**src/ast_regs.svh**
```systemverilog
// Purpose: register offsets, fields and reset values of the serial transmitter
// Assumes: AXI4-Lite with 32-bit data, one aligned word per register
// Notes:   definitions only
`ifndef AST_REGS_SVH
`define AST_REGS_SVH

// ****************************************
// Offsets
// ****************************************
`define AST_OFF_STATUS    4'h0
`define AST_OFF_DATA      4'h4
`define AST_OFF_CTRL      4'h8
`define AST_OFF_BAUD      4'hC

// ****************************************
// Fields
// ****************************************
`define AST_ST_EMPTY      7
`define AST_ST_DONE       6
`define AST_CT_NINTH      0
`define AST_CT_WORD9      1
`define AST_CT_ENABLE     2
`define AST_CT_BREAK      3
`define AST_CT_EMPTY_IE   4
`define AST_CT_DONE_IE    5
`define AST_BAUD_OVERSAMP 32

// ****************************************
// Reset values
// ****************************************
`define AST_STATUS_RST    8'hC0
`define AST_CTRL_RST      6'h00
`define AST_BAUD_RST      5'h00

`endif

```
**src/ast_pkg.sv**
```systemverilog
// Purpose: types of the serial transmitter
// Assumes: nothing
// Notes:   imported by no file; used by scope
package ast_pkg;

    typedef enum logic [2:0] {
        AST_OFF,
        AST_IDLE,
        AST_START,
        AST_DATA,
        AST_STOP,
        AST_MARK
    } ast_state_t;

    typedef struct packed {
        logic        awvalid;
        logic [3:0]  awaddr;
        logic        wvalid;
        logic [31:0] wdata;
        logic [3:0]  wstrb;
        logic        bready;
        logic        arvalid;
        logic [3:0]  araddr;
        logic        rready;
    } ast_axi_req_t;

    typedef struct packed {
        logic        awready;
        logic        wready;
        logic        bvalid;
        logic [1:0]  bresp;
        logic        arready;
        logic        rvalid;
        logic [31:0] rdata;
        logic [1:0]  rresp;
    } ast_axi_rsp_t;

    typedef struct packed {
        // bus slave
        logic        aw_got;
        logic [3:0]  aw_addr;
        logic        w_got;
        logic [31:0] w_data;
        logic        bvalid;
        logic [1:0]  bresp;
        logic        rvalid;
        logic [31:0] rdata;
        logic [1:0]  rresp;
        // software state
        logic [5:0]  ctrl;
        logic [4:0]  baud;
        logic        armed;
        logic        empty;
        logic        done;
        logic [8:0]  buffer;
        // link
        ast_state_t  state;
        logic [8:0]  shift;
        logic [3:0]  bitn;
        logic        brk;
        logic        en_seen;
        logic        reload;
        logic [15:0] tick_cnt;
        logic        pin;
        logic        pin_oe;
    } ast_state_s_t;

endpackage

```
**src/ast_tx.sv**
```systemverilog
// Purpose: transmit side of an asynchronous NRZ serial port, AXI4-Lite slave
// Assumes: single clock aclk at 40 MHz, synchronous active-low reset
// Notes:   this module drives gpio_out onto tx_pin when tx_pin_oe is low
//
// Behaviour
// RULE1 - Transmitter off returns the pin to its port function.
// RULE2 - Enabled with nothing to send, the pin stays high.
// RULE3 - Frame: start bit, 8 or 9 data bits LSB first, stop bit.
// RULE4 - Word length select high sends nine bits, ninth from ninth_tx_bit.
// RULE5 - Start bit drives the pin low; for a nine-bit word 0x1FF the code holds it high after at most one clock.
// RULE6 - Stop bit drives the pin high.
// RULE7 - Idle character is a full all-ones frame before next data frame.
// RULE8 - Break is whole frames of zeros followed by one extra high bit.
// RULE9 - Transmit has its own baud generator, independent of the receiver.
// RULE10 - Setting tx_enable takes the pin and sends an idle frame first.
// RULE11 - Buffer empty clears only on status access then data write.
// RULE12 - Buffer empty sets when buffer moves to shifter as transfer begins.
// RULE13 - Interrupt request while buffer empty and its enable are set.
// RULE14 - Data write during transmission goes to buffer, copied at frame end.
// RULE15 - Data write when idle loads shifter, starts, sets buffer empty now.
// RULE16 - Complete flag sets at frame end; interrupt if its enable set.
// RULE17 - Break frames repeat while send_break; one high bit after clearing.
// RULE18 - Toggling tx_enable mid-frame sends idle next; buffered data lost.
// RULE19 - Complete flag clears by the same status access then data write.
// RULE20 - Baud rate is clock over 32 times prescaler times power-of-two.
// RULE21 - Each bit lasts exactly one transmit baud period.
//
// The AXI4-Lite register port and the register offsets were left to the implementer.
`timescale 1ns/1ps
`default_nettype none
`include "ast_regs.svh"

module ast_tx (
    // Clock and reset
    input  wire logic                 aclk,
    input  wire logic                 aresetn,
    // Register bus
    input  wire ast_pkg::ast_axi_req_t axi_req,
    output var  ast_pkg::ast_axi_rsp_t axi_rsp,
    // Serial pin
    input  wire logic                 gpio_out,
    output logic                      tx_pin,
    output logic                      tx_pin_oe,
    // Interrupt request to the core
    output logic                      tx_irq
);

    ast_pkg::ast_state_s_t s_q;
    ast_pkg::ast_state_s_t s_d;

    // ****************************************
    // Baud divider
    // ****************************************
    // Prescaler codes 0..3 give 1, 3, 4, 13
    function automatic logic [15:0] baud_period(input logic [4:0] b);
        logic [15:0] pre;
        pre = 16'h0001;
        case (b[1:0])
            2'h0:    pre = 16'h0001;
            2'h1:    pre = 16'h0003;
            2'h2:    pre = 16'h0004;
            default: pre = 16'h000D;
        endcase
        baud_period = 16'((pre * 16'(`AST_BAUD_OVERSAMP)) << b[4:2]);
    endfunction

    function automatic logic [31:0] pad8(input logic [7:0] v);
        pad8 = {24'h000000, v};
    endfunction

    logic tick;
    logic aw_take;
    logic w_take;
    logic ar_take;
    logic wr_fire;
    logic [7:0] status_v;
    logic data_wr;
    logic frame_end;
    logic [8:0] wr_word;

    // Period of 32 x 1 x 1 = 1.25 Mbaud at 40 MHz; above the nominal ceiling by design choice
    assign tick = (s_q.tick_cnt == 16'h0000);                      // see RULE20 see RULE9

    assign aw_take = axi_req.awvalid && !s_q.aw_got && !s_q.bvalid;
    assign w_take  = axi_req.wvalid && !s_q.w_got && !s_q.bvalid;
    assign ar_take = axi_req.arvalid && !s_q.rvalid;
    assign wr_fire = (s_q.aw_got || aw_take) && (s_q.w_got || w_take);
    assign status_v = {s_q.empty, s_q.done, 6'h00};

    always_comb begin
        logic [3:0]  wa;
        logic [31:0] wd;
        wa = s_q.aw_got ? s_q.aw_addr : axi_req.awaddr;
        wd = s_q.w_got ? s_q.w_data : axi_req.wdata;
        s_d = s_q;
        data_wr = 1'b0;
        frame_end = 1'b0;
        wr_word = 9'h000;

        // ****************************************
        // AXI4-Lite slave
        // ****************************************
        if (aw_take) begin
            s_d.aw_got = 1'b1;
            s_d.aw_addr = axi_req.awaddr;
        end
        if (w_take) begin
            s_d.w_got = 1'b1;
            s_d.w_data = axi_req.wdata;
        end
        if (s_q.bvalid && axi_req.bready) begin
            s_d.bvalid = 1'b0;
        end
        if (s_q.rvalid && axi_req.rready) begin
            s_d.rvalid = 1'b0;
        end
        if (wr_fire) begin
            s_d.aw_got = 1'b0;
            s_d.w_got = 1'b0;
            s_d.bvalid = 1'b1;
            s_d.bresp = 2'h0;
            case (wa)
                `AST_OFF_STATUS: s_d.armed = 1'b1;
                `AST_OFF_DATA: begin
                    if (axi_req.wstrb[0] || s_q.w_got) begin
                        data_wr = 1'b1;
                    end
                end
                `AST_OFF_CTRL: begin
                    if (axi_req.wstrb[0] || s_q.w_got) begin
                        s_d.ctrl = wd[5:0];
                    end
                end
                `AST_OFF_BAUD: begin
                    if (axi_req.wstrb[0] || s_q.w_got) begin
                        s_d.baud = wd[4:0];
                    end
                end
                default: s_d.bresp = 2'h2;
            endcase
        end
        if (ar_take) begin
            s_d.rvalid = 1'b1;
            s_d.rresp = 2'h0;
            case (axi_req.araddr)
                `AST_OFF_STATUS: begin
                    s_d.rdata = pad8(status_v);
                    s_d.armed = 1'b1;
                end
                `AST_OFF_DATA:  s_d.rdata = {23'h000000, s_q.buffer};
                `AST_OFF_CTRL:  s_d.rdata = {26'h0000000, s_q.ctrl};
                `AST_OFF_BAUD:  s_d.rdata = {27'h0000000, s_q.baud};
                default: begin
                    s_d.rdata = 32'h00000000;
                    s_d.rresp = 2'h2;
                end
            endcase
        end

        // ****************************************
        // Data write and flag clearing
        // ****************************************
        wr_word = {s_d.ctrl[`AST_CT_WORD9] & s_d.ctrl[`AST_CT_NINTH], wd[7:0]}; // see RULE4
        if (data_wr && s_q.armed) begin
            s_d.empty = 1'b0;                                      // see RULE11
            s_d.done = 1'b0;                                       // see RULE19
            s_d.armed = ar_take && (axi_req.araddr == `AST_OFF_STATUS);
        end
        if (data_wr) begin
            s_d.buffer = wr_word;
        end

        // ****************************************
        // Baud divider
        // ****************************************
        if (tick || s_q.state == ast_pkg::AST_OFF) begin
            s_d.tick_cnt = 16'(baud_period(s_q.baud) - 16'h0001);  // see RULE21
        end else begin
            s_d.tick_cnt = 16'(s_q.tick_cnt - 16'h0001);
        end

        // Enable drop while busy queues an idle frame and drops the buffer
        if (!s_q.ctrl[`AST_CT_ENABLE] && s_q.state != ast_pkg::AST_OFF) begin
            s_d.en_seen = 1'b1;                                    // see RULE18
        end

        // ****************************************
        // Transmit sequencer
        // ****************************************
        case (s_q.state)
            ast_pkg::AST_OFF: begin
                s_d.pin_oe = 1'b0;                                 // see RULE1
                s_d.pin = 1'b1;
                s_d.en_seen = 1'b0;
                if (s_q.ctrl[`AST_CT_ENABLE]) begin
                    s_d.state = ast_pkg::AST_START;                // see RULE10
                    s_d.brk = 1'b0;
                    s_d.shift = 9'h1FF;                            // see RULE7
                    s_d.bitn = 4'h0;
                    s_d.reload = 1'b0;
                    s_d.pin_oe = 1'b1;
                end
            end
            ast_pkg::AST_IDLE: begin
                s_d.pin = 1'b1;                                    // see RULE2
                if (!s_q.ctrl[`AST_CT_ENABLE]) begin
                    s_d.state = ast_pkg::AST_OFF;
                // Start bit goes low at the edge that enters the start state
                end else if (s_q.ctrl[`AST_CT_BREAK]) begin
                    s_d.state = ast_pkg::AST_START;                // see RULE17
                    s_d.brk = 1'b1;
                    s_d.shift = 9'h000;
                    s_d.pin = 1'b0;
                    s_d.reload = s_q.reload || data_wr;
                end else if (data_wr) begin
                    s_d.state = ast_pkg::AST_START;                // see RULE15
                    s_d.brk = 1'b0;
                    s_d.shift = wr_word;
                    s_d.empty = 1'b1;
                    s_d.reload = 1'b0;
                    s_d.pin = 1'b0;                                // see RULE5
                end else if (s_q.reload) begin
                    // Word left waiting behind a break
                    s_d.state = ast_pkg::AST_START;                // see RULE14
                    s_d.brk = 1'b0;
                    s_d.shift = s_q.buffer;
                    s_d.reload = 1'b0;
                    s_d.empty = 1'b1;
                    s_d.pin = 1'b0;
                end
                s_d.tick_cnt = 16'(baud_period(s_q.baud) - 16'h0001);
            end
            ast_pkg::AST_START: begin
                s_d.pin = (s_q.shift == 9'h1FF && !s_q.brk) ? 1'b1 : 1'b0; // see RULE5
                // Writes during a break frame wait in the buffer too
                if (data_wr) begin
                    s_d.reload = 1'b1;                             // see RULE14
                end
                if (tick) begin
                    s_d.state = ast_pkg::AST_DATA;
                    s_d.bitn = 4'h0;
                    s_d.pin = s_q.shift[0];                        // see RULE3
                end
            end
            ast_pkg::AST_DATA: begin
                if (data_wr) begin
                    s_d.reload = 1'b1;
                end
                if (tick) begin
                    s_d.bitn = 4'(s_q.bitn + 4'h1);
                    s_d.shift = {1'b0, s_q.shift[8:1]} | (s_q.shift == 9'h1FF ? 9'h100 : 9'h000);
                    if (s_q.bitn == (s_q.ctrl[`AST_CT_WORD9] ? 4'h8 : 4'h7)) begin
                        s_d.state = ast_pkg::AST_STOP;
                        s_d.pin = ~s_q.brk;                        // see RULE6 see RULE8
                    end else begin
                        s_d.pin = s_q.shift[1];
                    end
                end
            end
            ast_pkg::AST_STOP: begin
                if (data_wr) begin
                    s_d.reload = 1'b1;
                end
                if (tick) begin
                    frame_end = 1'b1;
                    s_d.done = 1'b1;                               // see RULE16
                    s_d.state = ast_pkg::AST_IDLE;
                    if (!s_q.ctrl[`AST_CT_ENABLE]) begin
                        s_d.state = ast_pkg::AST_OFF;
                    end else if (s_q.en_seen) begin
                        s_d.state = ast_pkg::AST_START;
                        s_d.shift = 9'h1FF;
                        s_d.brk = 1'b0;
                        s_d.reload = 1'b0;
                        s_d.en_seen = 1'b0;
                        s_d.empty = 1'b1;
                    end else if (s_q.ctrl[`AST_CT_BREAK]) begin
                        s_d.state = ast_pkg::AST_START;
                        s_d.brk = 1'b1;
                        s_d.shift = 9'h000;
                    end else if (s_q.brk) begin
                        s_d.state = ast_pkg::AST_MARK;             // see RULE8
                        s_d.pin = 1'b1;
                    end else if (s_q.reload || data_wr) begin
                        s_d.state = ast_pkg::AST_START;            // see RULE14
                        s_d.shift = data_wr ? wr_word : s_q.buffer;
                        s_d.reload = 1'b0;
                        s_d.empty = 1'b1;                          // see RULE12
                    end
                    s_d.pin = s_d.state == ast_pkg::AST_START ? 1'b0 : 1'b1;
                    if (s_d.state == ast_pkg::AST_START && s_d.shift == 9'h1FF && !s_d.brk) begin
                        s_d.pin = 1'b1;
                    end
                end
            end
            ast_pkg::AST_MARK: begin
                s_d.pin = 1'b1;
                if (data_wr) begin
                    s_d.reload = 1'b1;
                end
                if (tick) begin
                    s_d.state = ast_pkg::AST_IDLE;
                    s_d.brk = 1'b0;
                end
            end
            default: s_d.state = ast_pkg::AST_OFF;
        endcase
        // Set wins over a clearing write in the same cycle
        if (frame_end) begin
            s_d.done = 1'b1;                                       // see RULE16
        end
    end

    always_ff @(posedge aclk) begin
        if (!aresetn) begin
            s_q <= '0;
            s_q.empty <= 1'(`AST_STATUS_RST >> `AST_ST_EMPTY);
            s_q.done <= 1'(`AST_STATUS_RST >> `AST_ST_DONE);
            s_q.ctrl <= `AST_CTRL_RST;
            s_q.baud <= `AST_BAUD_RST;
            s_q.state <= ast_pkg::AST_OFF;
            s_q.pin <= 1'b1;
        end else begin
            s_q <= s_d;
        end
    end

    // ****************************************
    // Outputs
    // ****************************************
    assign axi_rsp.awready = !s_q.aw_got && !s_q.bvalid;
    assign axi_rsp.wready  = !s_q.w_got && !s_q.bvalid;
    assign axi_rsp.bvalid  = s_q.bvalid;
    assign axi_rsp.bresp   = s_q.bresp;
    assign axi_rsp.arready = !s_q.rvalid;
    assign axi_rsp.rvalid  = s_q.rvalid;
    assign axi_rsp.rdata   = s_q.rdata;
    assign axi_rsp.rresp   = s_q.rresp;
    assign tx_pin    = s_q.pin_oe ? s_q.pin : gpio_out;            // see RULE1
    assign tx_pin_oe = s_q.pin_oe;
    assign tx_irq = (s_q.empty && s_q.ctrl[`AST_CT_EMPTY_IE])      // see RULE13
                  || (s_q.done && s_q.ctrl[`AST_CT_DONE_IE]);      // see RULE16

endmodule
`default_nettype wire

```
**config.mk**
```make
export PLATFORM = sky130hd
export DESIGN_NAME = ast_tx
export DESIGN_NICKNAME = d
export VERILOG_FILES = /design/src/ast_pkg.sv /design/src/ast_tx.sv
export VERILOG_INCLUDE_DIRS = /design/src
export SDC_FILE = /design/constraint.sdc
export NUM_CORES = 1
export LEC_CHECK = 0
export BUFFER_PORTS_ARGS = -buffer_cell sky130_fd_sc_hd__buf_2
export CORE_ASPECT_RATIO = 0.7
export CORE_MARGIN = 10
export CORE_UTILIZATION = 40
export DETAILED_ROUTE_END_ITERATION = 16
export PLACE_DENSITY = 0.72
export SKIP_LAST_GASP = 1
export SYNTH_ARGS = -nofsm -noshare
export SYNTH_HDL_FRONTEND = slang
export SYNTH_SLANG_ARGS = --single-unit
```
**constraint.sdc**
```tcl
create_clock -name aclk -period 5.6 [get_ports aclk]
set_input_delay 1.12 -clock aclk [delete_from_list [all_inputs] [get_ports aclk]]
set_output_delay 1.12 -clock aclk [all_outputs]
set_load 0.01 [all_outputs]
```
==> results of run 1 <==
## synthesized netlist by cell type, drive strengths merged, types with 3 or more instances
cell,instances,area [µm²]
nor2,94,368
dfxtp,87,1740
a21oi,61,313
nand2,52,195
buf,48,337
o21ai,47,235
clkbuf,37,139
mux2i,26,260
mux2,17,191
inv,16,60.1
nor3,14,70.1
nand3,12,60.1
a22oi,11,82.6
xnor2,10,87.6
and2,9,56.3
a211oi,8,60.1
a21o,8,60.1
nand2b,8,50.1
o221a,8,90.1
or3,8,50.1
a311oi,7,61.3
a31oi,7,43.8
and3,6,37.5
nor3b,6,50.1
nor4,6,37.5
xor2,6,52.6
a221oi,5,50.0
nand4,5,31.3
o21a,5,37.5
a32oi,4,35.0
nand3b,4,30.0
and3b,3,26.3
ha,3,37.5
nor2b,3,18.8
nor4b,3,26.3
o211ai,3,22.5
or2,3,18.8
or4,3,22.5
## kinds of logic (layout without fill, tap and decap cells)
family / count (synthesis) / count (layout)
buf+inv: 102 / 81
fa+ha+maj: 5 / 5
simple gates: 245 / 245
compound gates: 201 / 201
mux: 43 / 43
flops: 87 / 87
xor+xnor: 16 / 16
other cells: 1 / 25
## per-layer routing
metal  global-route usage (%)  vias up  routed length, µm
met3                     4.82       16               1490
met1                     21.5     2392               7110
met2                     22.1      251               6430
li1                         -     2469                  -
met4                     2.92        0                140
met5                        0        -                  0
## worst max-delay path by stage
stage                     endpoint  depth (start not counted)
after global placement      s_q[1]                          8
after detailed placement    s_q[1]                          8
final                       s_q[1]                          8
after floorplan            s_q[27]                          7
after global routing        s_q[1]                          8
after CTS                   s_q[1]                          8
## flip-flops by register name, summed over array words and instances, names as in the netlist
register and cells:
s_q 73, axi_rsp 13, tx_pin_oe 1
## layout make-up
| class | instances | share of cell area, % |
|---|---|---|
| clock buffers | 9 | 3.80 |
| clock inverters | 7 | 1.44 |
| inverters | 17 | 1.08 |
| multi-input cells | 535 | 56.1 |
| flip-flops and latches | 87 | 29.4 |
| well taps | 185 | 3.91 |
| repair buffers | 48 | 4.27 |
## where the power goes
part / internal, mW / total [mW] / switching, mW
logic: 0.132 / 0.333 / 0.201
clock network: 0.355 / 0.634 / 0.279
registers: 0.663 / 0.731 / 0.0684
total: 1.15 / 1.70 / 0.548
## critical path, cell delays in order
cell and delay, ns:
buf_2 0.11, or3_1 0.47, a2111oi_4 0.79, a21oi_2 0.28, or4_1 0.61, a32oi_1 0.17
a41oi_1 0.20, nor3b_2 0.19
==> reports/qor.yml, run 1 <==
status: "complete, no violations"
power_density_nw_per_um2: 287
crit_fanout: 12
postLayoutCoreUtil_pct: 44.5
grt_pass1_vias: 4764
routed_via_density: 5.77
die_x_um: 160
post_drt_wl_per_cell_um: 17.1
p_total_mw: 1.70
path_class: "in -> reg"
tritoncts: "done"
ff_latch_area_um2: 1740
p_leak_nw: 2.25
chipHeight_um: 118
fin_setup_tns_ns: 0
avgSynthCellArea_um2: 7.88
port_buffers: 43
reg2reg_to: "s_q[1]"
grt_pass1_wl_mm: 24.7
r2r_slack_ns: 2.19
die_area_um2: 19000
drtIter0Drc: 508
worstSetupEndpointType: "register"
rsz0062_at_grt: "false"
critical_path.startpoint_type: "input pin"
rows: 35
final_cell_mix: "92 x nor2_1, 87 x dfxtp_1, 59 x a21oi_1"
grt.overflow.total: 0
netlist_area_um2: 5510
clk_root_buffer_cell: "clkbuf_16"
cts_resized: 0
wl_mm: 15.2
synthSimpleGateAreaFrac_pct: 21.9
critPathArrivalTime_ns: 3.93
grt_max_degree: 34
clock.fmax_mhz: 273
synth_cells: 700
muxShareOfSynthArea_pct: 8.19
fillerInstances: 1347
worstHoldStart: "axi_rsp[37]"
antenna_found_initial: 0
post-dp-hpwl_mm: 11.0
ys_types: 78
crit_start: "axi_req[45]"
synth_compound_area_share_pct: 24.9
hp-class: "reg -> reg"
cts-hold-fix-buffers: 0
h-tree-depth: 3
period_share_pct: 65.3
fin_ws_ns: 1.94
synthAdderAreaFrac_pct: 1.04
first_pass_iters: 5
cts_setup_buffers: 0
ys_seq_area_share_pct: 31.6
syn_to_final_growth_pct: 7.42
drc: 0
yosys_warnings: 0
clk_latency_ns: 0.35
period_needed_ns: 3.66
dp.cells: 872
final_layout_size_suffix_gt1_share_pct: 14.7
post_dp_cell_area_um2: 5610
peakVddDrop_uv: 180
antenna_left: 0
synth-seq-cells: 87
worstMarginPinSlew_ns: 0.852
synthXorXnorAreaFrac_pct: 2.54
r2r-start: "s_q[130]"
maxCapViolations: 0
start_util_pct: 41.4
n_antenna_cell: 0
holdWs_ns: 0.480
grt_use_total_pct: 15.2
clk_path_buf_depth: 2
required_ns: 5.87
clock-sinks: 87
hold_depth: 2
io_pins: 96
final_area_um2: 5920
rr_worst_depth: 7
pre_cts_slack_ns: 1.63
yosys_most_used_dff: "dfxtp_1"
setup_viol: 0
gp_congestion: 0.958
fin_skew_ns: 0.0147
cts.reportedPaths.clkPinSlew_ns: 0.08
synth_top_family_by_area: "compound AO/OA/AOI/OAI gates"
final_nets: 753
synth-edff-count: 0
max_slew_margin_pct: 42.8
final_cells: 888
async_flop_share_pct: 0
maxSlewViolCount: 0
vias: 5128
cts_made_buffers: 9
multi_input_area_um2: 3320
hold_violations: 0
min_to: "axi_rsp[37]"
core_um2: 13300
final_common_cell: "nor2_1"
(Power assumes the default switching activity.)
==> run 2, diff against run 1 <==
- ABC_AREA: not set -> 1
- PLACE_DENSITY: 0.72 -> 0.73
- clock period: 5.6 -> 3.5 ns (I/O delays scaled with it)
==> reports/qor.yml, run 2 <==
crit_buf_inv: 2
critPathArrivalTime_ns: 2.70
cts.reportedPaths.clkPinSlew_ns: 0.06
synthTopCellsByCount: "154 x nand2_1, 111 x nor2_1, 90 x inv_1"
grt_pass1_vias: 4484
rows: 35
critPathTopFamily: "simple AND/OR/NAND/NOR gates"
clk_latency_ns: 0.35
worstMarginPinSlew_ns: 0.666
h-tree-depth: 3
start_util_pct: 40.4
path_class: "reg -> reg"
clk_root_buffer_cell: "clkbuf_16"
post-dp-hpwl_mm: 10.2
antenna_left: 0
reg2reg_to: "s_q[21]"
cts_setup_buffers: 0
grt_max_degree: 46
required_ns: 3.73
post_drt_wl_per_cell_um: 13.7
core_um2: 13100
period_needed_ns: 2.47
ys_top_cells_by_area: "dfxtp_1 33%, nand2_1 11%, nor2_1 7.9%, o21ai_0 6.6%, inv_1 6.4%"
final_common_cell: "nand2_1"
antenna_found_initial: 0
final_layout_size_suffix_gt1_share_pct: 11.7
drc: 0
fillerInstances: 1355
final_nets: 886
hold_depth: 2
yosys_most_used_dff: "dfxtp_1"
rsz0062_at_grt: "false"
peakVddDrop_uv: 278
synth_largest_area_cell: "dfxtp_1"
die_area_um2: 18300
die_x_um: 157
grt.overflow.total: 0
ff_latch_area_um2: 1740
r2r_slack_ns: 1.03
async_flop_share_pct: 0
gp_congestion: 0.925
status: "complete, no violations"
synth.most_common_cell: "nand2_1"
cts_resized: 0
setup_viol: 0
yosys_warnings: 0
io_pins: 96
n_antenna_cell: 0
min_to: "axi_rsp[5]"
clk_path_buf_depth: 2
clock-sinks: 87
wl_mm: 13.8
power_density_nw_per_um2: 627
routed_via_density: 4.99
crit_fanout: 6
crit_cells: 11
hold_violations: 0
fin_skew_ns: 0.00690
vias: 5003
path_cells: "inv_1 -> ha_1 -> nand3_1 -> nor2_1 -> nand4_1 -> nand2_1 -> o21ai_0 -> nor3_2 -> inv_1 -> o21ai_1 -> nor2_1"
multi_input_area_um2: 2870
ys_seq_area_share_pct: 33.0
clock.fmax_mhz: 404
fin_setup_tns_ns: 0
cts-hold-fix-buffers: 0
worstSetupEndpointType: "register"
ys_types: 47
critical_path.startpoint_type: "register"
largest_reg_flops: 73
final_cell_mix: "154 x nand2_1, 111 x nor2_1, 90 x inv_1"
tritoncts: "done"
syn_to_final_growth_pct: 9.13
period_share_pct: 70.7
avgSynthCellArea_um2: 6.55
rr_worst_depth: 11
cts_made_buffers: 9
grt_pass1_wl_mm: 22.6
cp_slowest_cell: "dfxtp_1"
regMostFlops: "s_q"
hp-class: "reg -> reg"
worstHoldStart: "axi_rsp[5]"
synth_cells: 805
netlist_area_um2: 5280
maxSlewViolCount: 0
r2r-start: "s_q[2]"
p_leak_nw: 2.59
drtIter0Drc: 472
cpPeakStageDelay_ns: 0.29
synth_top_area_share_pct: 33.0
port_buffers: 43
synth-seq-cells: 87
postLayoutCoreUtil_pct: 44.1
chipHeight_um: 116
grt_use_total_pct: 15.2
synth-edff-count: 0
max_slew_margin_pct: 55.6
maxCapViolations: 0
first_pass_iters: 5
[run 2: kinds of logic after synthesis]
kind of cell	after synthesis	synth area share (%)
compound gates	174	18.5
buf+inv	158	14.3
flops	87	33.0
mux	4	0.783
xor+xnor	16	2.66
fa+ha+maj	3	0.711
other cells	1	0.0711
simple gates	362	30.0
[run 2: power breakdown]
part	internal [mW]	switching [mW]	total (mW)	leakage [nW]
Clock	0.570	0.395	0.965	0.146
Combinational	0.442	0.835	1.28	1.73
Sequential	1.19	0.182	1.37	0.712
Total	2.20	1.41	3.61	2.59
[run 2: worst reg2reg max path, stage by stage (launching register included)]
cell and delay (ns):
dfxtp_1 0.29, inv_1 0.15, ha_1 0.25, nand3_1 0.13, nor2_1 0.22, nand4_1 0.22
nand2_1 0.17, o21ai_0 0.15, nor3_2 0.29, inv_1 0.13, o21ai_1 0.28, nor2_1 0.09
[run 2: area by class of cell]
type / instances / share of cell area, %
clock buffers: 12 / 4.28
flip-flops and latches: 87 / 30.2
well taps: 166 / 3.61
inverters: 97 / 6.32
repair buffers: 52 / 4.91
multi-input cells: 584 / 49.8
clock inverters: 4 / 0.782
[run 2: metrics by stage]
stage	cells	setup slack (ns)	power, mW	hold WS (ns)	area [µm²]
after floorplan	829	1.35	2.35	0.429	5370
after global placement	986	0.825	2.62	0.442	5470
after detailed placement	986	0.810	2.63	0.457	5470
after CTS	1002	1.05	3.60	0.466	5760
after global routing	1002	0.736	3.89	0.494	5760
final	1002	1.03	3.61	0.466	5760
[run 2: worst max-delay path by stage]
stage / start / endpoint / slack (ns)
2_1_floorplan: axi_req[48] / s_q[1] / 1.35
3_3_place_gp: axi_req[45] / s_q[1] / 0.82
3_5_place_dp: axi_req[45] / s_q[1] / 0.81
4_1_cts: s_q[2] / s_q[21] / 1.05
5_1_grt: s_q[2] / s_q[24] / 0.74
6_report: s_q[2] / s_q[21] / 1.03
[run 2: routing by layer]
metal  up-vias  wire, µm  track usage, %
met5         -         0               0
met4         0        93            3.60
met3         8      1390            4.89
met2       212      5160            20.1
met1      2161      7110            22.8
li1       2622         -               -
